--- src/rtl/period_measure_defines.vh ---
/*
 * constants for the input period / pwm measurement sub-block:
 * mode codes, control field positions, enable bits, reset values.
 * assumes inclusion by bare name from the design files.
 */
`ifndef PERIOD_MEASURE_DEFINES_VH
`define PERIOD_MEASURE_DEFINES_VH

// mode control field layout (8-bit value)
`define MODE_EDGE_SEL_LSB 0
`define MODE_EDGE_SEL_MSB 1
`define MODE_FUNC_LSB 2
`define MODE_FUNC_MSB 3
`define MODE_FUNC_W 2
`define MODE_CLK_BUS_LSB 4
`define MODE_CLK_BUS_MSB 5

// function codes inside the mode field
`define FUNC_HIGH_LOW 2'h2
`define FUNC_PWM_WAVE 2'h0

// level / edge select codes
`define SEL_RISE_HIGH 2'h1
`define SEL_FALL_LOW 2'h2
`define SEL_BOTH 2'h3

// level select in high/low mode: 2'h2 measures high, 2'h1 measures low
`define SEL_LEVEL_LOW 2'h1

// pwm waveform measurement enable bit in mode field
`define MODE_PWM_BIT 4

// unit enable register bits
`define UNIT_EN_TIMER_BIT 6
`define UNIT_EN_PRESC_BIT 0

// interrupt enable / status / clear bit for capture
`define CAPTURE_FLAG_BIT 0

// reset values
`define RST_PRESC_RATIO 16'h0000
`define RST_COUNT 32'h0000_0000

`endif

--- src/rtl/clock_bus_prescaler.v ---
/*
 * prescaler producing one clock-bus tick every ratio+1 clocks.
 * assumes a synchronous active-high reset and a single clock.
 */
`timescale 1ns/1ps
`include "period_measure_defines.vh"

module clock_bus_prescaler #(
    parameter RATIO_W = 16
) (
    // clock and reset
    input wire clk,
    input wire rst,
    // control
    input wire enable,
    input wire [RATIO_W-1:0] ratio,
    // tick out
    output reg tick
);

    reg [RATIO_W-1:0] div_reg;

    // [RQ5] divide by ratio plus one
    always @(posedge clk)
    begin
        if (rst || !enable)
        begin
            div_reg <= {RATIO_W{1'b0}};
            tick <= 1'b0;
        end
        else if (div_reg >= ratio)
        begin
            div_reg <= {RATIO_W{1'b0}};
            tick <= 1'b1;
        end
        else
        begin
            div_reg <= div_reg + 1'b1;
            tick <= 1'b0;
        end
    end

endmodule

--- src/rtl/input_period_pwm_measure.v ---
/*
 * input high/low period and pwm waveform measurement sub-block with its
 * prescaler, run, enable, status and capture registers as plain ports.
 * assumes measure_input_pin is synchronous to clk and already filtered;
 * clear strobes are one-cycle pulses from software logic; run is a level held for the whole measurement.
 */
// Overview of operation
// [RQ1] high/low mode: time counter ticks only while pin is at chosen level
// [RQ2] event counter counts each valid input event during measurement
// [RQ3] high/low mode: reaching pulse count setting raises capture interrupt
// [RQ4] mode value 0x0A picks clock bus, high/low mode, high level
// [RQ5] prescaler divides clock by ratio field plus one
// [RQ6] unit enable holds separate timer and prescaler enable bits
// [RQ7] mode value 0x11 picks bus 0, pwm mode, rising edge
// [RQ8] pwm mode: separate edge counter counts input edges
// [RQ9] pwm completion puts off-duty total into capture data register
// [RQ10] pwm completion puts cycle count into cycle capture register
// [RQ11] off-duty counts only while input off; cycle counts from start
// [RQ12] pwm mode: pulse count setting gives edges before capture
// [RQ13] interrupt enable bit gates the capture interrupt request
// [RQ14] run register bit 0 starts counting in sub-block 0
// [RQ15] writing one to clear bit clears the capture flag
// [RQ16] high/low mode capture data receives summed level time
// [RQ17] status register holds capture flag set on completion
// [RQ18] flag sticks until cleared; request while flag and enable set
// [RQ19] counters start from zero and rearm after capture
`timescale 1ns/1ps
`include "period_measure_defines.vh"

module input_period_pwm_measure #(
    parameter CNT_W = 32,
    parameter SET_W = 16,
    parameter RATIO_W = 16
) (
    // clock and reset
    input wire clk,
    input wire rst,
    // measured input
    input wire measure_input_pin,
    // configuration
    input wire [7:0] unit_enable_reg,
    input wire [RATIO_W-1:0] prescaler_ratio_reg,
    input wire [7:0] subblock_mode_ctrl,
    input wire [SET_W-1:0] pulse_count_setting,
    input wire [7:0] irq_enable_reg,
    input wire [7:0] subblock_run_reg,
    input wire [7:0] flag_clear_reg,
    // status and results
    output wire [7:0] flag_status_reg,
    output reg [CNT_W-1:0] level_time_counter,
    output reg [CNT_W-1:0] valid_event_counter,
    output reg [CNT_W-1:0] input_edge_counter,
    output reg [CNT_W-1:0] cycle_count,
    output reg [CNT_W-1:0] capture_data_reg,
    output reg [CNT_W-1:0] cycle_capture_reg,
    output wire capture_irq
);

    localparam ST_IDLE = 2'b01;
    localparam ST_RUN = 2'b10;

    reg [1:0] state_reg;
    reg [1:0] state_next;
    reg pin_d_reg;
    reg capture_done_flag;
    wire timer_en;
    wire presc_en;
    wire run;
    wire tick;
    wire rise;
    wire fall;
    wire edge_hit;
    wire level_hit;
    wire pwm_mode;
    wire hl_mode;
    wire [1:0] sel;
    wire done;
    wire [CNT_W-1:0] target;

    // [RQ6] independent timer and prescaler enables
    assign timer_en = unit_enable_reg[`UNIT_EN_TIMER_BIT];
    assign presc_en = unit_enable_reg[`UNIT_EN_PRESC_BIT];
    // [RQ14] run bit 0 starts sub-block 0
    assign run = subblock_run_reg[0] & timer_en;

    // [RQ5] clock bus tick generator
    clock_bus_prescaler #(
        .RATIO_W(RATIO_W)
    ) u_presc (
        .clk(clk),
        .rst(rst),
        .enable(presc_en),
        .ratio(prescaler_ratio_reg),
        .tick(tick)
    );

    // [RQ4] [RQ7] mode field decode
    assign sel = subblock_mode_ctrl[`MODE_EDGE_SEL_MSB:`MODE_EDGE_SEL_LSB];
    assign pwm_mode = subblock_mode_ctrl[`MODE_PWM_BIT];
    assign hl_mode = !pwm_mode &&
        (subblock_mode_ctrl[`MODE_FUNC_MSB:`MODE_FUNC_LSB] == `FUNC_HIGH_LOW);

    // input edge detection
    always @(posedge clk)
    begin
        if (rst)
            pin_d_reg <= 1'b0;
        else
            pin_d_reg <= measure_input_pin;
    end

    assign rise = measure_input_pin & ~pin_d_reg;
    assign fall = ~measure_input_pin & pin_d_reg;

    // [RQ2] valid event: edge of the selected kind
    assign edge_hit = (sel == `SEL_RISE_HIGH) ? rise :
                      (sel == `SEL_FALL_LOW) ? fall :
                      (sel == `SEL_BOTH) ? (rise | fall) : 1'b0;

    // [RQ1] [RQ4] level match; mode 0x0A measures the high level
    assign level_hit = (sel == `SEL_LEVEL_LOW) ? ~measure_input_pin
                                               : measure_input_pin;

    // [RQ3] [RQ12] compare with pulse count setting
    assign target = {{(CNT_W-SET_W){1'b0}}, pulse_count_setting};
    assign done = (state_reg == ST_RUN) && edge_hit &&
        (pulse_count_setting != {SET_W{1'b0}}) &&
        ((pwm_mode ? input_edge_counter : valid_event_counter) + 1'b1
            == target);

    // state sequencing
    always @*
    begin
        state_next = state_reg;
        case (state_reg)
            ST_IDLE:
                if (run)
                    state_next = ST_RUN;
            ST_RUN:
                if (!run)
                    state_next = ST_IDLE;
            default:
                state_next = ST_IDLE;
        endcase
    end

    always @(posedge clk)
    begin
        if (rst)
            state_reg <= ST_IDLE;
        else
            state_reg <= state_next;
    end

    // counters, cleared at start and after capture
    always @(posedge clk)
    begin
        if (rst || state_reg == ST_IDLE)
        begin
            // [RQ19] start from zero
            level_time_counter <= `RST_COUNT;
            valid_event_counter <= `RST_COUNT;
            input_edge_counter <= `RST_COUNT;
            cycle_count <= `RST_COUNT;
        end
        else if (done)
        begin
            // [RQ19] rearm for the next measurement
            level_time_counter <= `RST_COUNT;
            valid_event_counter <= `RST_COUNT;
            input_edge_counter <= `RST_COUNT;
            cycle_count <= `RST_COUNT;
        end
        else
        begin
            // [RQ1] level time in high/low mode
            if (hl_mode && tick && level_hit)
                level_time_counter <= level_time_counter + 1'b1;
            // [RQ11] off-duty: pwm off is low input
            else if (pwm_mode && tick && !measure_input_pin)
                level_time_counter <= level_time_counter + 1'b1;
            // [RQ11] cycle counter runs from start
            if (pwm_mode && tick)
                cycle_count <= cycle_count + 1'b1;
            // [RQ2] count valid events
            if (edge_hit)
                valid_event_counter <= valid_event_counter + 1'b1;
            // [RQ8] separate edge counter in pwm mode
            if (pwm_mode && edge_hit)
                input_edge_counter <= input_edge_counter + 1'b1;
        end
    end

    // capture registers loaded at completion
    always @(posedge clk)
    begin
        if (rst)
        begin
            capture_data_reg <= `RST_COUNT;
            cycle_capture_reg <= `RST_COUNT;
        end
        else if (done)
        begin
            // [RQ16] [RQ9] level time or off-duty total
            capture_data_reg <= level_time_counter +
                {{(CNT_W-1){1'b0}}, (tick &
                 (pwm_mode ? ~measure_input_pin : level_hit))};
            // [RQ10] cycle count since start
            if (pwm_mode)
                cycle_capture_reg <= cycle_count +
                    {{(CNT_W-1){1'b0}}, tick};
        end
    end

    // [RQ17] [RQ18] [RQ15] sticky flag, set wins over clear
    always @(posedge clk)
    begin
        if (rst)
            capture_done_flag <= 1'b0;
        else if (done)
            capture_done_flag <= 1'b1;
        else if (flag_clear_reg[`CAPTURE_FLAG_BIT])
            capture_done_flag <= 1'b0;
    end

    assign flag_status_reg = {7'h00, capture_done_flag};
    // [RQ13] [RQ18] request gated by enable
    assign capture_irq = capture_done_flag &
        irq_enable_reg[`CAPTURE_FLAG_BIT];

endmodule

--- config.mk ---
export PLATFORM = sky130hd
export DESIGN_NAME = input_period_pwm_measure
export DESIGN_NICKNAME = d
export VERILOG_FILES = /design/src/rtl/clock_bus_prescaler.v /design/src/rtl/input_period_pwm_measure.v
export VERILOG_INCLUDE_DIRS = /design/src /design/src/rtl
export SDC_FILE = /design/constraint.sdc
export NUM_CORES = 1
export LEC_CHECK = 0
export BUFFER_PORTS_ARGS = -buffer_cell sky130_fd_sc_hd__buf_2
export CAP_MARGIN = 30
export CORE_ASPECT_RATIO = 1.2
export CORE_MARGIN = 10
export CORE_UTILIZATION = 50
export DETAILED_ROUTE_END_ITERATION = 10
export PLACE_DENSITY = 0.74
export SYNTH_ARGS = -nofsm -noshare
export SYNTH_HDL_FRONTEND = slang
export SYNTH_HIERARCHICAL = 1
export SYNTH_SLANG_ARGS = --single-unit
--- constraint.sdc ---
create_clock -name clk -period 10.5 [get_ports clk]
set_input_delay 2.1 -clock clk [delete_from_list [all_inputs] [get_ports clk]]
set_output_delay 2.1 -clock clk [all_outputs]
set_load 0.02 [all_outputs]
Word level (Yosys, flattened, before mapping)
Index checks and enable logic that the tools add are counted.

operators by class
  eq/ne operators = 9
  bitwise logic cells = 8
  magnitude comparators = 1
  reductions and logical operators = 21
  mux-type cells = 14
  add/sub/neg operators = 8

operator list
  kind                                                                    number
  32-bit by 1-bit adder with 32-bit output (second input constant)        5
  32-bit 2-to-1 mux                                                       3
  32-bit by 1-bit adder with 32-bit output                                2
  32-bit by 16-bit equality test with 1-bit output                        1
  16-bit by 1-bit adder with 16-bit output (second input constant)        1
  16-bit >= comparator                                                    1
  16-bit nonzero test                                                     1
  1-bit logical AND                                                       9
  2-bit equality test (second input constant)                             4
  1-bit 2-to-1 mux                                                        8
  1-bit AND                                                               5
  2-bit by 1-bit equality test with 1-bit output (second input constant)  2
  2-bit 2-to-1 mux                                                        2
  2-bit inequality test (second input constant)                           2
  2-bit case mux with 2 select lines                                      1
  2-bit AND reduction                                                     2
  2-bit nonzero test                                                      2
  2-bit OR reduction                                                      2
  1-bit zero test                                                         3
  1-bit logical OR                                                        2
  1-bit NOT                                                               2
  1-bit bitwise OR                                                        1

storage, ports and cells
  register bits = 213
  word-level logic and storage cells = 72
  input bits = 75

Logic depth before layout (Yosys ltp)
  word-level depth = 10
  depth in mapped cells = 18
  depth with buffers taken out = 12

By module
The synthesis kept the hierarchy.

by module, submodules not included
  module                    seq. area each (um^2)  area each (um^2)  cells an instance  instances
  input_period_pwm_measure  3923.8                 11971.5           1422               1
  clock_bus_prescaler       340.3                  1123.6            131                1

Worst setup path after synthesis
OpenSTA, ideal clock, no wires.

  path type = input-to-reg
  from = input port subblock_mode_ctrl[4]
  to = register input_edge_counter[26]
  buffers on the path = 8
  data required time = 10.359 ns
  slack = 4.674 ns
  cell stages on the path = 18
  data arrival time = 5.686 ns
  path through = buf_6 -> buf_4 -> buf_6 -> buf_2 -> buf_4 -> mux2_2 -> ha_1 -> nand4_2 -> a221oi_4 -> nand4_1 -> nor4b_2 -> o211ai_1 -> or4_1 -> buf_2 -> nor3_4 -> buf_8 -> buf_6 -> nor3_2

on the way
  word-level cells in the longest chain between the ends = 5
  elaborated cells on any way between the ends = 6
  those cells by class = add/sub: 1; eq/ne: 1; mux: 1; reduce/logical: 3

ends and longest elaborated chain
  item                                              line                            text
  start, declared                                   input_period_pwm_measure.v:43   input wire [7:0] subblock_mode_ctrl,
  32-bit 2-to-1 mux                                 input_period_pwm_measure.v:128  ((pwm_mode ? input_edge_counter : valid_event_counter) + 1'b1
  32-bit by 1-bit adder with 32-bit output          input_period_pwm_measure.v:128
  32-bit by 16-bit equality test with 1-bit output  input_period_pwm_measure.v:129  == target);
  1-bit logical AND                                 input_period_pwm_measure.v:127  (pulse_count_setting != {SET_W{1'b0}}) &&
  2-bit OR reduction (no source line)               --
  end signal, assigned                              input_period_pwm_measure.v:163  input_edge_counter <= `RST_COUNT;
  end signal, assigned                              input_period_pwm_measure.v:171  input_edge_counter <= `RST_COUNT;
  end signal, assigned                              input_period_pwm_measure.v:190  input_edge_counter <= input_edge_counter + 1'b1;
  end, declared                                     input_period_pwm_measure.v:52   output reg [CNT_W-1:0] input_edge_counter,

Parallel ways exist; a longest one is shown, timed or not.
A chain may end at the register's enable or synchronous reset.

Worst setup path after layout
  from = input port subblock_mode_ctrl[4]
  to = register input_edge_counter[13]

The elaborated chain is that of the path after synthesis.

==> results.ini <==
[place]
portBuffers=238
dp_hpwl_mm=28.6
gp_congestion=0.891

[critical_path]
startpoint_type=primary input
crit_type=in -> reg
crit_arrival_ns=6.43
end_kind=register
critPathMaxFanout=67
cp.required_ns=10.87

[power]
power_leakage_nw=5.91
ir_worst_vdd_v=0.000121
p_per_area_nw_per_um2=119
total_power_mw=1.80

[timing]
fin_crit_sh_pct=57.8
rsz0062_at_grt=no
drv_slew=0
setup_violations=0
max_freq_ghz=0.165
finalHoldViolations=0
min_period_ns=6.06
setup_tns_ns=0
slew_headroom_pct=32.7
worstMarginPinSlew_ns=0.995
finClkSkew_ns=0.0138

[clock_network]
path_clk_slew_ns=0.06
cts_resized=0
htree_levels=1
cts_setup_buffers=0
cts_sinks=213
cts-root-buf=clkbuf_16
cts_hold_buf=0
cts_tree=yes
cts_inserted_buffers=23
cts_buffer_depth=3
clk_latency_ns=0.52

[global_routing]
grt_start_max_net_pins=96
grt_usage_pct=22.3
first_global_vias=12200
grt-ovfl-total=0
grt_pass1_wl_mm=62.9
antenna_found_initial=0

[layout]
finalNetCount=1833
final-seq-area_sq_um=4260
drive_gt1_share_pct=20.6
antenna-diode-count=0
multi_input_area_sq_um=8110
area_delta_synth_final_pct=15.5
n_fill_cell=2365

[synth]
synth_edf_count=0
syn_inst=1553
async_flop_share_pct=0
yosysUniqueCellTypes=88
synth-seq-area-share_pct=32.6
synth_area_sq_um=13100
ys_ff_latch=213
avgSynthCellArea_sq_um=8.43
yosys_warnings=6
synth_flop_cell=dfxtp_1

[drt]
first_iter_violations=992
dr.pass1.iters=5
vias=12200
post_drt_wl_per_cell_microns=18.8
avgViaCountPerCell=5.89
ant_nets=0
drc=0
routed_wl_mm=39.1

[floorplan]
die_area_sq_um=33100
row_count=64
io_pins=276
start_util_pct=51.1
die_w_microns=168
core_area_sq_um=25600
die_y_microns=197

[flow_run]
maxCapViolations=0

[outcome]
status=completed

[worst_hold_path]
hold_path_class=reg -> reg

power by group:
| group | internal [mW] | switching, mW |
|---|---|---|
| clock | 0.562 | 0.351 |
| sequential | 0.809 | 0.00112 |
| combinational | 0.0231 | 0.0507 |
| total | 1.39 | 0.403 |
layout by cell type, fill, tap and decap left out, types with 6 or more instances in the layout:
cell type / netlist / layout
and3_1: 20 / 20
mux2i_1: 25 / 25
clkbuf_16: 0 / 23
and2_1: 13 / 13
xnor2_1: 104 / 104
nand2_1: 114 / 114
mux2_1: 19 / 19
a31oi_1: 6 / 6
and4_1: 11 / 11
a21oi_1: 56 / 56
nor2_1: 93 / 93
nor4b_1: 8 / 8
nand3_1: 76 / 76
xor2_1: 124 / 124
nor2b_1: 33 / 33
nand4_1: 83 / 83
or4_1: 6 / 6
o31ai_1: 41 / 41
buf_4: 13 / 14
buf_2: 14 / 238
nor2_2: 10 / 10
nor3_1: 148 / 148
dfxtp_1: 213 / 213
nor3_2: 11 / 11
nor4_1: 18 / 17
o21ai_0: 15 / 15
mux2_2: 14 / 14
o22ai_1: 7 / 7
or3_1: 10 / 10
ha_1: 28 / 28
conb_1: 1 / 7
inv_1: 39 / 39
nand3b_1: 14 / 14
Yosys cell counts, drive strengths merged, types with 11 or more instances:
| master | n | area share [%] |
|---|---|---|
| nand3 | 77 | 3.0 |
| inv | 39 | 1.1 |
| nor2 | 104 | 3.2 |
| dfxtp | 213 | 33 |
| nor2b | 35 | 1.7 |
| xnor2 | 104 | 7.0 |
| o31ai | 41 | 2.4 |
| and2 | 13 | 0.62 |
| o21ai | 16 | 0.61 |
| xor2 | 124 | 8.3 |
| and4 | 11 | 0.74 |
| nand4 | 87 | 4.3 |
| nand3b | 15 | 0.96 |
| buf | 46 | 2.9 |
| nor3 | 160 | 6.6 |
| ha | 28 | 2.7 |
| and3 | 21 | 1.0 |
| a21oi | 56 | 2.1 |
| mux2 | 33 | 2.8 |
| clkbuf | 63 | 1.8 |
| mux2i | 26 | 2.0 |
| nand2 | 114 | 3.3 |
| nor4 | 19 | 0.96 |
worst max-delay path: stages:
cell and delay, ns:
buf_2 0.55, mux2_2 0.32, ha_1 0.28, nand4_2 0.24, a221oi_4 0.36, nand4_1 0.22, nor4b_2 0.37, o211ai_1 0.19
or4_1 0.79, nor3_4 0.21, buf_4 0.62, nor3_1 0.12
routing by layer:
layer  GRT usage (%)  vias up  share of wire [%]
li1                -     5886                  -
met1            26.9     5868                 41
met2            38.6      405                 49
met3            4.06       80                6.4
met4            8.39        0                3.6
met5               0        -                  0
path summary, 6_finish.rpt:
kind                            endpoint  depth (start not counted)                   start  slack [ns]
setup / recovery  input_edge_counter[13]                         12   subblock_mode_ctrl[4]        4.44
hold / removal       capture_data_reg[1]                          2     capture_data_reg[1]        0.46
setup reg to reg  input_edge_counter[13]                         11  valid_event_counter[0]        6.21
hold reg to reg      capture_data_reg[1]                          2     capture_data_reg[1]        0.46
through the flow:
step | cells | setup slack (ns) | area, sq um | hold slack, ns | utilization [%]
3_3_place_gp | 2032 | 4.00 | 14200 | 0.450 | 55.5
5_1_grt | 2077 | 4.08 | 15100 | 0.483 | 59.0
3_5_place_dp | 2034 | 3.91 | 14300 | 0.454 | 55.7
4_1_cts | 2076 | 4.46 | 15100 | 0.463 | 59.0
2_1_floorplan | 1559 | 4.67 | 13100 | 0.441 | -
6_report | 2077 | 4.44 | 15100 | 0.462 | 59.0
logic make-up after synthesis:
group                    Yosys count  share of synthesized area, %
XOR/XNOR                         228                          15.2
multiplexers                      59                          4.85
buffers and inverters            148                          5.82
other                              1                        0.0286
adder cells (fa/ha/maj)           28                          2.68
flip-flops                       213                          32.6
AND/OR/NAND/NOR                  703                          29.6
AO/OA/AOI/OAI                    173                          9.20
layout make-up:
cell class,count,share of cell area (%)
clock buffer,30,4.31
multi-input combinational,1198,53.6
tap,330,2.73
sequential,213,28.2
timing repair buffer,255,8.92
inverter,39,0.968
clock inverter,12,1.29
Note: power is estimated with default switching activity, not from simulation.
